--- config.mk ---
export PLATFORM = sky130hd
export DESIGN_NAME = ces_sequencer
export DESIGN_NICKNAME = d
export VERILOG_FILES = /design/src/logic/ces_pkg.sv /design/src/logic/ces_sequencer.sv
export SDC_FILE = /design/constraint.sdc
export NUM_CORES = 1
export LEC_CHECK = 0
export BUFFER_PORTS_ARGS = -buffer_cell sky130_fd_sc_hd__buf_2
export CAP_MARGIN = 20
export CORE_UTILIZATION = 45
export DETAILED_ROUTE_END_ITERATION = 8
export GPL_TIMING_DRIVEN = 0
export PLACE_DENSITY = 0.83
export SLEW_MARGIN = 20
export SYNTH_ARGS = -nofsm -noshare
export SYNTH_HDL_FRONTEND = slang
export SYNTH_SLANG_ARGS = --single-unit
--- constraint.sdc ---
create_clock -name core_clk -period 8.17 [get_ports core_clk]
set_clock_uncertainty 0.15 [all_clocks]
set_input_delay 0.817 -clock core_clk [delete_from_list [all_inputs] [get_ports core_clk]]
set_output_delay 0.817 -clock core_clk [all_outputs]
set_load 0.01 [all_outputs]
--- src/logic/ces_pkg.sv ---
// constants, types and register map of the cpu exception sequencer
// assumes a 32-bit classic wishbone slave port and a 32-bit stack/vector memory master
package ces_pkg;
  // wishbone register byte offsets
  localparam logic [7:0]  OFF_SYSCTRL = 8'h00;  // mode select, nmi edge
  localparam logic [7:0]  OFF_IRQEN   = 8'h04;  // enable per request line
  localparam logic [7:0]  OFF_SENSE   = 8'h08;  // two sense bits per line
  localparam logic [7:0]  OFF_STAT    = 8'h0C;  // request flags, write one to clear
  localparam logic [7:0]  OFF_PRIO    = 8'h10;  // 3-bit level per line, 4-bit spacing
  localparam logic [7:0]  OFF_MSTP    = 8'h14;  // module stop bytes a..d
  localparam logic [7:0]  OFF_FLAGS   = 8'h18;  // read-only view of flags
  // reset values
  localparam logic [2:0]  RST_SYSCTRL = 3'h0;          // interrupt control mode 0
  localparam logic [23:0] RST_PRIO    = 24'h777777;
  localparam logic [31:0] RST_MSTP    = 32'hC0FFFF3F;  // d,c,b,a from top byte down
  // field positions
  localparam int MODE_LO_BIT = 0;
  localparam int MODE_HI_BIT = 1;
  localparam int NMI_EDGE_BIT = 2;  // 1: rising, 0: falling
  localparam int CCR_I_BIT   = 7;
  localparam int CCR_UI_BIT  = 6;
  localparam int EXR_T_BIT   = 7;
  // sense codes
  localparam logic [1:0]  SENSE_LEVEL = 2'h0;
  localparam logic [1:0]  SENSE_FALL  = 2'h1;
  localparam logic [1:0]  SENSE_RISE  = 2'h2;
  localparam logic [1:0]  SENSE_BOTH  = 2'h3;
  // vector numbers
  localparam logic [6:0]  VEC_RESET = 7'h00;
  localparam logic [6:0]  VEC_TRACE = 7'h05;
  localparam logic [6:0]  VEC_NMI   = 7'h07;
  localparam logic [6:0]  VEC_TRAP0 = 7'h08;
  localparam logic [6:0]  VEC_IRQ0  = 7'h10;
  localparam logic [3:0]  NMI_LEVEL = 4'h8;
  localparam logic [2:0]  TOP_MASK  = 3'h7;
  localparam logic [31:0] FRAME_BYTES = 32'h00000008;  // two longwords stacked
  localparam logic [31:0] WORD_BYTES  = 32'h00000004;

  typedef enum logic [2:0] {ST_RESET, ST_RUN, ST_PUSH_PC, ST_PUSH_EXR, ST_VEC} ces_state_type;

  typedef struct packed {
    logic        instrDone;   // one-cycle pulse at instruction end
    logic        isRte;
    logic        isTrap;
    logic [1:0]  trapNum;
    logic        noIrqCheck;  // instruction that skips interrupt detection
    logic        flagLoad;    // pipeline writes ccr/exr (e.g. return)
    logic [7:0]  ccrIn;
    logic [7:0]  exrIn;
    logic [31:0] pcNext;
    logic [31:0] sp;
  } ces_pipe_in_type;

  typedef struct packed {
    logic        hold;
    logic        pcLoad;
    logic [31:0] pcValue;
    logic        spLoad;
    logic [31:0] spValue;
    logic [7:0]  condition_code_reg;
    logic [7:0]  extended_control_reg;
    logic        periphRstN;
  } ces_pipe_out_type;

  typedef struct packed {
    logic        valid;
    logic        we;
    logic [31:0] addr;
    logic [31:0] wdata;
  } ces_mem_req_type;
endpackage : ces_pkg

--- src/logic/ces_sequencer.sv ---
// cpu exception sequencer: reset entry/exit, trace, interrupt and trap entry
// assumes synchronous pins, a pipeline that pulses instrDone, and a memory that acks reads/writes
// Notes on behaviour
// - reset outranks all; pin low holds reset
// - reset initialises cpu state and peripherals
// - watchdog overflow resets like the pin
// - interrupt control mode is 0 after reset
// - reset exit clears trace, sets masks
// - reset ends loading pc from vector
// - all requests blocked until first instruction
// - module stop registers reset to fixed pattern
// - trace only in control mode 2
// - trace after each instruction, ignores ccr mask
// - trace clears trace flag, sets ccr mask
// - stacked trace flag stays one
// - no trace after exception return
// - interrupts accepted inside trace handler
// - interrupt stacks pc/ccr/exr, updates masks, vectors
// - trap always honoured, same stacking sequence
// - trap picks one of four vectors
// - trap sets ccr mask, mode 2 clears trace
// - nmi level 8, others eight levels
// - nmi edge select, four sense modes
// - word accesses force address bit 0 low
//
// Register access over Wishbone and the register offsets were decided locally.
module ces_sequencer #(
  parameter int NUM_IRQ = 6
) (
  input  wire logic                      core_clk,
  input  wire logic                      rstn,
  input  wire logic                      chipClearPinN,
  input  wire logic                      wdtOverflow,
  input  wire logic                      nmiPin,
  input  wire logic [NUM_IRQ-1:0]        extReqLinesN,
  input  wire ces_pkg::ces_pipe_in_type  pipeIn,
  output ces_pkg::ces_pipe_out_type      pipeOut,
  output ces_pkg::ces_mem_req_type       memReq,
  input  wire logic                      memAck,
  input  wire logic [31:0]               memRdata,
  output logic [31:0]                    moduleStop,
  input  wire logic                      cyc_i,
  input  wire logic                      stb_i,
  input  wire logic                      we_i,
  input  wire logic [7:0]                adr_i,
  input  wire logic [31:0]               dat_i,
  input  wire logic [3:0]                sel_i,
  output logic [31:0]                    dat_o,
  output logic                           ack_o
);
  import ces_pkg::*;

  // takes new data only in written byte lanes, keeps the old value in the others
  function automatic logic [31:0] mergeSel(input logic [31:0] old, input logic [31:0] nw,
                                           input logic [3:0] sel);
    for (int i = 0; i < 4; i++) begin
      if (sel[i]) begin
        old[i*8 +: 8] = nw[i*8 +: 8];
      end
    end
    return old;
  endfunction : mergeSel

  // word/longword accesses never see an odd address
  function automatic logic [31:0] evenAddr(input logic [31:0] a);
    return {a[31:1], 1'b0};
  endfunction : evenAddr

  // registers
  ces_state_type           state_r;        // sequencer state
  logic [7:0]              ccr_r;          // condition_code_reg
  logic [7:0]              exr_r;          // extended_control_reg
  logic [7:0]              savedCcr_r;     // values before entry, for stacking
  logic [7:0]              savedExr_r;
  logic [31:0]             pc_r;           // return address to stack
  logic [31:0]             sp_r;           // stack_pointer at entry
  logic [6:0]              vecNum_r;       // vector being fetched
  logic                    irqBlock_r;     // requests held off after reset
  logic                    trapPend_r;     // trap waiting behind a higher exception
  logic [1:0]              trapNum_r;
  logic [2:0]              sysCtrl_r;      // system_control_reg
  logic [NUM_IRQ-1:0]      irqEn_r;
  logic [2*NUM_IRQ-1:0]    sense_r;
  logic [NUM_IRQ-1:0]      stat_r;         // request flags
  logic                    nmiPend_r;
  logic [4*NUM_IRQ-1:0]    prio_r;         // priority_level_regs
  logic [31:0]             mstp_r;         // module_stop_ctrl_regs
  logic [NUM_IRQ-1:0]      pinPrev_r;
  logic                    nmiPrev_r;
  logic                    ack_r;
  logic [31:0]             datO_r;
  logic                    pcLoad_r;
  logic                    spLoad_r;

  // reset from either source re-initialises state, flags and software registers; wishbone answer and stacked context keep their values
  wire chipInit = !chipClearPinN || wdtOverflow;
  wire mode2 = sysCtrl_r[MODE_HI_BIT] && !sysCtrl_r[MODE_LO_BIT];  // mode 0 otherwise

  // wishbone decode
  wire wbReq   = cyc_i && stb_i && !ack_r;
  wire wbWr    = wbReq && we_i;
  wire wrCtrl  = wbWr && (adr_i == OFF_SYSCTRL);
  wire wrEn    = wbWr && (adr_i == OFF_IRQEN);
  wire wrSense = wbWr && (adr_i == OFF_SENSE);
  wire wrStat  = wbWr && (adr_i == OFF_STAT);
  wire wrPrio  = wbWr && (adr_i == OFF_PRIO);
  wire wrMstp  = wbWr && (adr_i == OFF_MSTP);
  wire [31:0] statClr = mergeSel(32'h0, dat_i, sel_i);
  // merged write words, cut back to each register's own width on purpose
  wire [31:0] ctrlMrg  = mergeSel({29'h0, sysCtrl_r}, dat_i, sel_i);
  wire [31:0] enMrg    = mergeSel(32'(irqEn_r), dat_i, sel_i);
  wire [31:0] senseMrg = mergeSel(32'(sense_r), dat_i, sel_i);
  wire [31:0] prioMrg  = mergeSel(32'(prio_r), dat_i, sel_i) & 32'h00777777;

  // read multiplexer; unmapped offsets answer zero
  logic [31:0] rdData;
  always_comb begin
    rdData = 32'h0;
    case (adr_i)
      OFF_SYSCTRL: rdData = {29'h0, sysCtrl_r};
      OFF_IRQEN:   rdData = 32'(irqEn_r);
      OFF_SENSE:   rdData = 32'(sense_r);
      OFF_STAT:    rdData = 32'(stat_r);
      OFF_PRIO:    rdData = 32'(prio_r);
      OFF_MSTP:    rdData = mstp_r;
      OFF_FLAGS:   rdData = {14'h0, nmiPend_r, irqBlock_r, exr_r, ccr_r};
      default:     rdData = 32'h0;
    endcase
  end

  // level and edge detection on active-low request pins
  logic [NUM_IRQ-1:0] reqHit;
  always_comb begin
    for (int i = 0; i < NUM_IRQ; i++) begin
      case (sense_r[2*i +: 2])
        SENSE_LEVEL: reqHit[i] = !extReqLinesN[i];
        SENSE_FALL:  reqHit[i] = pinPrev_r[i] && !extReqLinesN[i];
        SENSE_RISE:  reqHit[i] = !pinPrev_r[i] && extReqLinesN[i];
        default:     reqHit[i] = pinPrev_r[i] != extReqLinesN[i];
      endcase
    end
  end
  wire nmiHit = sysCtrl_r[NMI_EDGE_BIT] ? (!nmiPrev_r && nmiPin)
                                        : (nmiPrev_r && !nmiPin);

  // highest enabled level wins, lowest line on a tie
  logic [NUM_IRQ-1:0] pendEn;
  logic [2:0]         bestLvl;
  logic [6:0]         bestVec;
  logic               bestAny;
  logic [NUM_IRQ-1:0] bestOne;
  always_comb begin
    pendEn  = stat_r & irqEn_r;
    bestLvl = 3'h0;
    bestVec = VEC_IRQ0;
    bestAny = 1'b0;
    bestOne = '0;
    for (int i = 0; i < NUM_IRQ; i++) begin
      if (pendEn[i] && (!bestAny || prio_r[4*i +: 3] > bestLvl)) begin
        bestLvl = prio_r[4*i +: 3];
        bestVec = VEC_IRQ0 + 7'(i);
        bestAny = 1'b1;
        bestOne = '0;
        bestOne[i] = 1'b1;
      end
    end
  end

  // maskable acceptance: ccr mask in mode 0, level compare in mode 2
  wire maskOk  = mode2 ? ({1'b0, bestLvl} > {1'b0, exr_r[2:0]}) : !ccr_r[CCR_I_BIT];
  wire irqWant = nmiPend_r || (bestAny && maskOk);
  wire atRun   = state_r == ST_RUN;
  wire done    = atRun && pipeIn.instrDone;
  // trace in mode 2 only, never after a return, regardless of ccr mask
  wire traceHit = done && mode2 && exr_r[EXR_T_BIT] && !pipeIn.isRte;
  wire irqHit  = done && !pipeIn.noIrqCheck && !irqBlock_r && irqWant && !traceHit;
  wire trapNow = done ? pipeIn.isTrap : trapPend_r;
  wire trapHit = atRun && trapNow && !traceHit && !irqHit;
  wire entry   = traceHit || irqHit || trapHit;
  wire nmiTake = irqHit && nmiPend_r;
  wire [1:0] trapSel = done && pipeIn.isTrap ? pipeIn.trapNum : trapNum_r;

  // vector for the chosen exception
  logic [6:0] entryVec;
  always_comb begin
    if (traceHit) begin
      entryVec = VEC_TRACE;
    end else if (irqHit) begin
      entryVec = nmiPend_r ? VEC_NMI : bestVec;
    end else begin
      entryVec = VEC_TRAP0 + {5'h0, trapSel};
    end
  end

  // flags after entry; user bit and level kept unless an interrupt raises the level
  logic [7:0] ccrEntry;
  logic [7:0] exrEntry;
  always_comb begin
    ccrEntry = ccr_r;
    exrEntry = exr_r;
    ccrEntry[CCR_I_BIT] = 1'b1;
    if (traceHit || irqHit || mode2) begin
      exrEntry[EXR_T_BIT] = 1'b0;
    end
    if (irqHit && mode2) begin
      exrEntry[2:0] = nmiPend_r ? TOP_MASK : bestLvl;
    end
  end

  // sequencer state; pin low keeps the cpu in reset
  ces_state_type stateNxt;
  always_comb begin
    stateNxt = state_r;
    case (state_r)
      ST_RESET:    stateNxt = ST_VEC;
      ST_RUN:      stateNxt = entry ? ST_PUSH_PC : ST_RUN;
      ST_PUSH_PC:  stateNxt = memAck ? ST_PUSH_EXR : ST_PUSH_PC;
      ST_PUSH_EXR: stateNxt = memAck ? ST_VEC : ST_PUSH_EXR;
      ST_VEC:      stateNxt = memAck ? ST_RUN : ST_VEC;
      default:     stateNxt = ST_RESET;
    endcase
  end

  always_ff @(posedge core_clk or negedge rstn) begin
    if (!rstn) begin
      state_r <= ST_RESET;
    end else if (chipInit) begin
      state_r <= ST_RESET;
    end else begin
      state_r <= stateNxt;
    end
  end

  // ccr/exr: reset values, entry update, pipeline load
  always_ff @(posedge core_clk or negedge rstn) begin
    if (!rstn) begin
      ccr_r <= 8'h80;
      exr_r <= 8'h07;
    end else if (chipInit || state_r == ST_RESET) begin
      ccr_r[CCR_I_BIT] <= 1'b1;
      exr_r[EXR_T_BIT] <= 1'b0;
      exr_r[2:0]       <= TOP_MASK;
    end else if (entry) begin
      ccr_r <= ccrEntry;
      exr_r <= exrEntry;
    end else if (atRun && pipeIn.flagLoad) begin
      ccr_r <= pipeIn.ccrIn;  // a return restores the stacked trace flag
      exr_r <= pipeIn.exrIn;
    end
  end

  // capture context at entry; the stacked exr keeps its trace bit
  always_ff @(posedge core_clk or negedge rstn) begin
    if (!rstn) begin
      savedCcr_r <= 8'h0;
      savedExr_r <= 8'h0;
      pc_r       <= 32'h0;
      sp_r       <= 32'h0;
      vecNum_r   <= VEC_RESET;
    end else if (chipInit || state_r == ST_RESET) begin
      vecNum_r <= VEC_RESET;
    end else if (entry) begin
      savedCcr_r <= ccr_r;
      savedExr_r <= exr_r;
      pc_r       <= pipeIn.pcNext;
      sp_r       <= evenAddr(pipeIn.sp);
      vecNum_r   <= entryVec;
    end else if (state_r == ST_VEC && memAck) begin
      // return address is already stacked, so pc_r is free to hold the vector
      pc_r <= memRdata;
    end
  end

  // interrupt block after reset, trap pending, one-cycle load pulses
  always_ff @(posedge core_clk or negedge rstn) begin
    if (!rstn) begin
      irqBlock_r <= 1'b1;
      trapPend_r <= 1'b0;
      trapNum_r  <= 2'h0;
      pcLoad_r   <= 1'b0;
      spLoad_r   <= 1'b0;
    end else if (chipInit) begin
      irqBlock_r <= 1'b1;
      trapPend_r <= 1'b0;
      pcLoad_r   <= 1'b0;
      spLoad_r   <= 1'b0;
    end else begin
      irqBlock_r <= irqBlock_r && !done;
      trapPend_r <= (trapPend_r || (done && pipeIn.isTrap)) && !trapHit;
      trapNum_r  <= done && pipeIn.isTrap ? pipeIn.trapNum : trapNum_r;
      pcLoad_r   <= state_r == ST_VEC && memAck;
      spLoad_r   <= state_r == ST_PUSH_EXR && memAck;
    end
  end

  // request flags; a new request wins over a software clear or an acceptance
  always_ff @(posedge core_clk or negedge rstn) begin
    if (!rstn) begin
      stat_r    <= '0;
      nmiPend_r <= 1'b0;
      pinPrev_r <= '1;
      nmiPrev_r <= 1'b1;
    end else if (chipInit) begin
      stat_r    <= '0;
      nmiPend_r <= 1'b0;
      pinPrev_r <= extReqLinesN;
      nmiPrev_r <= nmiPin;
    end else begin
      stat_r    <= (stat_r & ~(wrStat ? statClr[NUM_IRQ-1:0] : '0)
                           & ~(irqHit && !nmiPend_r ? bestOne : '0)) | reqHit;
      nmiPend_r <= (nmiPend_r && !nmiTake) || nmiHit;
      pinPrev_r <= extReqLinesN;
      nmiPrev_r <= nmiPin;
    end
  end

  // software registers
  always_ff @(posedge core_clk or negedge rstn) begin
    if (!rstn) begin
      sysCtrl_r <= RST_SYSCTRL;
      irqEn_r   <= '0;
      sense_r   <= '0;
      prio_r    <= RST_PRIO[4*NUM_IRQ-1:0];
      mstp_r    <= RST_MSTP;
    end else if (chipInit) begin
      sysCtrl_r <= RST_SYSCTRL;
      irqEn_r   <= '0;
      sense_r   <= '0;
      prio_r    <= RST_PRIO[4*NUM_IRQ-1:0];
      mstp_r    <= RST_MSTP;
    end else begin
      sysCtrl_r <= wrCtrl ? ctrlMrg[2:0] : sysCtrl_r;
      irqEn_r   <= wrEn ? enMrg[NUM_IRQ-1:0] : irqEn_r;
      sense_r   <= wrSense ? senseMrg[2*NUM_IRQ-1:0] : sense_r;
      prio_r    <= wrPrio ? prioMrg[4*NUM_IRQ-1:0] : prio_r;
      mstp_r    <= wrMstp ? mergeSel(mstp_r, dat_i, sel_i) : mstp_r;
    end
  end

  // wishbone answer one cycle after the request, dropped the cycle after
  always_ff @(posedge core_clk or negedge rstn) begin
    if (!rstn) begin
      ack_r  <= 1'b0;
      datO_r <= 32'h0;
    end else begin
      ack_r  <= wbReq;
      datO_r <= wbReq ? rdData : datO_r;
    end
  end

  assign ack_o      = ack_r;
  assign dat_o      = datO_r;
  assign moduleStop = mstp_r;

  // stack and vector accesses
  always_comb begin
    memReq = '0;
    case (state_r)
      ST_PUSH_PC: begin
        memReq.valid = 1'b1;
        memReq.we    = 1'b1;
        memReq.addr  = evenAddr(sp_r - WORD_BYTES);
        memReq.wdata = {savedCcr_r, pc_r[23:0]};
      end
      ST_PUSH_EXR: begin
        memReq.valid = 1'b1;
        memReq.we    = 1'b1;
        memReq.addr  = evenAddr(sp_r - FRAME_BYTES);
        memReq.wdata = {savedExr_r, 24'h0};
      end
      ST_VEC: begin
        memReq.valid = 1'b1;
        memReq.addr  = {23'h0, vecNum_r, 2'h0};
      end
      default: memReq = '0;
    endcase
  end

  // pipeline side
  always_comb begin
    pipeOut            = '0;
    pipeOut.hold       = !atRun || entry;
    pipeOut.pcLoad     = pcLoad_r;
    pipeOut.pcValue    = pc_r;
    pipeOut.spLoad     = spLoad_r;
    pipeOut.spValue    = sp_r - FRAME_BYTES;
    pipeOut.condition_code_reg        = ccr_r;
    pipeOut.extended_control_reg        = exr_r;
    pipeOut.periphRstN = state_r != ST_RESET;
  end
endmodule : ces_sequencer

==> reports/results.env <==
STATUS='finished with violations'
FAILED_CHECKS='setup timing'
CLK_PATH_BUF_DEPTH=3
CRITICAL_PATH_REQUIRED_NS=7.20
POST_SYN_INSTANCES=1443
CRIT-REG2REG-LAUNCH='irqEn_r[0]'
CLKLATENCYLATEPIN_NS=0.55
WORST_PATH_LARGEST_CELL_DELAY_NS=0.40
TOTAL_POWER_AFTER_LAYOUT_mW=2.78
LAYOUT.CELLS.MOST_COMMON_LIST='390 x sky130_fd_sc_hd__buf_2, 239 x sky130_fd_sc_hd__nand2_1, 173 x sky130_fd_sc_hd__dfrtp_1'
AVGSYNTHCELLAREA_UM2=8.73
SYNTHARSTFLOPSHARE_PCT=100
HOLD_SLACK_NS=0.0586
ANTENNA_FOUND_INITIAL=5
YOSYSWARNINGCOUNT=0
PLACED_CELLS_INCL_TAPS=2207
REG2REG_TO='exr_r[5]'
NUMCLOCKSINKS=227
FLOORPLAN.INITIALDENSITY_PCT=46.4
NUMBER_OF_MAX_SLEW_VIOLATIONS_IN_THE_FINAL_REPORT=0
CPMAXSTAGEDELAYCELL='sky130_fd_sc_hd__dfrtp_1'
YOSYS_MOST_USED_DFF='sky130_fd_sc_hd__dfrtp_1'
CTS_HOLD_BUF=0
PLACEMENTROWS=60
WIRE_PER_INST_UM=20.6
ROUTED-VIA-COUNT=13456
SYNTHDISTINCTLIBCELLS=82
CRITICAL-PATH-TOP-CELL-BY-COUNT='sky130_fd_sc_hd__ha_4'
MAX_FREQ_MHz=108
POST-ROUTE-MIN-PERIOD_NS=9.29
IRDROPWORSTVDD_mV=0.160
POST-DP-HPWL_UM=33500
CLOCKROOTBUFFER='sky130_fd_sc_hd__clkbuf_16'
SYNTH_EDF_COUNT=0
DRC_VIOLATIONS=0
FLOORPLAN.DIE_AREA_MM2=0.0287
FILLER_CELL_COUNT=2116
LAYOUTNONFILLERINSTCOUNT=2336
DIE_Y_UM=169
HOLD_PATH.CLASS='in2async'
SYNTH.FF_LATCH_COUNT=227
CRITICAL_PATH_CLASS='reg2out'
FIRST_GLOBAL_VIAS=12755
DETAIL_ROUTE.ITER0.VIOLATIONS=1404
P_LEAK_nW=8.94
SYNTH-SEQ-AREA-SHARE_PCT=45.6
DETAIL-ROUTE-ANTENNA-NETS=0
CRITPATHMAXFANOUT=6
POWERDENSITY_mW_PER_MM2=154
DETAIL_ROUTE.WIRELENGTH_UM=48200
FIN_CRIT_SH_PCT=114
POSTLAYOUTSETUPSLACKWORST_NS=-1.12
IO_PINS=393
SETUP_VIOL=108
SETUP.REG_TO_REG.WORST_SLACK_NS=-0.71
TRITONCTS='built'
FINALHOLDVIOLATIONS=0
CLOCK_TRANSITION_AT_THE_REGISTERS_OF_THE_REPORTED_PATHS_NS=0.06
LAYOUT-AREA-OVERHEAD-VS-SYNTH_PCT=43.5
GRT_FIRST_PASS_WIRELENGTH_UM=70000
LAYOUT.NETS=2151
DETAILED_PLACE.AREA_MM2=0.0153
IO_BUFFER_COUNT=389
CRITPATHCAPTURETYPE='primary output'
WORSTREGTOREGCELLS=44
TOTAL_ITERATIONS_OF_THE_FIRST_DETAILED_ROUTING_RUN=5
FLOORPLAN.DIE.WIDTH_UM=169
RELSLEWSLACK_PCT=36.9
GRT_SETUP_UNREPAIRED='true'
CRIT_ARRIVAL_NS=8.32
MAX-CAP-VIOLATIONS=0
GLOBAL_PLACEMENT_ROUTABILITY_CONGESTION=0.951
LAYOUT.CELLS.MOST_COMMON='sky130_fd_sc_hd__buf_2'
GRT_START_MAX_NET_PINS=102
CTS_MAX_LEVEL=1
CORE_AREA_MM2=0.0272
SYNTH.CELL_AREA_MM2=0.0126
GRT_UTIL_ALL_LAYERS_PCT=31.3
WORST-SLEW-PIN-TRANSITION_NS=0.946
GRT_REMAINING_OVERFLOW=0
TRITONCTS.NUM_BUFFERS=25
FINAL_LAYOUT_SIZE_SUFFIX_GT1_SHARE_PCT=41.7
FINAL_NON_FILLER_CELL_AREA_MM2=0.0181
AVGVIACOUNTPERCELL=5.76
CRIT_PATH_START_KIND='flip-flop'
[timing repair]
action                     in CTS  in global routing
setup buffers                  50                 19
cloned                          9                  6
setup endpoints to repair     110                110
hold endpoints to repair        0                  0
gates resized for setup       149                206
pin swaps                      44                110
[worst max path at each step]
stage | depth (start not counted) | slack [ns] | from | end
after floorplan | 39 | -0.11 | irqEn_r[0] | pipeOut[83]
after global placement | 43 | -1.31 | stat_r[0] | sp_r[7]
after detailed placement | 44 | -1.35 | stat_r[0] | sp_r[10]
after CTS | 40 | -0.91 | stat_r[0] | pipeOut[83]
after global routing | 39 | -1.34 | prio_r[0] | pipeOut[83]
final | 39 | -1.12 | irqEn_r[0] | pipeOut[83]
[metal layers]
metal	routed length, µm	GRT usage [%]
met1	19000	40.9
met2	22800	51.4
met3	4490	6.27
met4	1940	11.5
met5	0	0
[Yosys cell counts (all sizes together), types with 5 or more instances]
master | count | area share [%]
nand4 | 9 | 0.50
and3 | 10 | 0.50
a21oi | 72 | 2.9
nand2 | 328 | 9.8
nor3 | 16 | 0.72
o21ai | 126 | 5.1
mux2i | 53 | 4.2
a31oi | 6 | 0.30
clkbuf | 68 | 2.0
mux2 | 25 | 2.3
or2 | 9 | 0.45
inv | 37 | 1.1
nand2b | 8 | 0.40
nor2b | 7 | 0.35
ha | 33 | 3.3
buf | 22 | 0.97
dfrtp | 173 | 34
nand3 | 41 | 1.6
xnor2 | 17 | 1.2
dfstp | 54 | 11
or3 | 10 | 0.51
a21boi | 5 | 0.33
or4 | 5 | 0.33
a21o | 11 | 0.66
nor4 | 9 | 0.45
xor2 | 34 | 2.4
o211ai | 6 | 0.36
and2 | 35 | 1.8
a222oi | 11 | 0.87
nor2 | 118 | 3.5
a22oi | 14 | 0.83
o21a | 8 | 0.49
nand3b | 5 | 0.30
[sequential cells by signal, indices dropped and copies added (netlist names), 3 cells and up]
signal and cells:
sysCtrl_r 3, irqEn_r 6, state_r 3, dat_o 32
exr_r 8, moduleStop 32, savedCcr_r 8, sp_r 31
sense_r 12, vecNum_r 5, stat_r 6, pinPrev_r 6
savedExr_r 8, prio_r 18, pc_r 32, ccr_r 8
[power by group]
group / switching (mW) / internal (mW) / total (mW)
registers: 0.0630 / 1.19 / 1.25
logic: 0.194 / 0.141 / 0.335
clock network: 0.479 / 0.717 / 1.20
total: 0.736 / 2.05 / 2.78
[cell type report]
type	count	area [µm²]	share of cell area, %
multi-input combinational	1091	7370	40.8
sequential	227	5750	31.8
timing repair buffer	471	2910	16.1
clock buffer	36	727	4.02
buffer	86	562	3.11
tap	372	465	2.57
clock inverter	10	146	0.810
inverter	38	143	0.789
antenna	5	12.5	0.0692
[per-stage QoR]
| stage | setup TNS [ns] | util [%] | worst slack, ns |
|---|---|---|---|
| floorplan | -0.343 | - | -0.112 |
| finish | -62.69 | 66.5 | -1.12 |
| global placement | -106.68 | 55.9 | -1.31 |
| detailed placement | -110.51 | 56.2 | -1.35 |
| global route | -88.34 | 66.5 | -1.34 |
| CTS | -24.93 | 63.2 | -0.909 |
[worst max-delay path: cells and delay by family (launching register included)]
kind	cells	cell delay, ns
compound gates	20	3.49
fa+ha+maj	6	1.47
buf+inv	2	0.30
flops	1	0.40
simple gates	11	2.12
[cell families (layout without fill, tap and decap cells)]
family	Yosys count	in the layout	synth area share, %
fa+ha+maj	33	33	3.28
simple gates	622	622	22.1
mux	78	78	6.47
flops	227	227	45.6
other cells	1	7	0.0298
compound gates	303	305	14.8
buf+inv	128	641	4.13
xor+xnor	51	51	3.55
(Power assumes the default switching activity.)
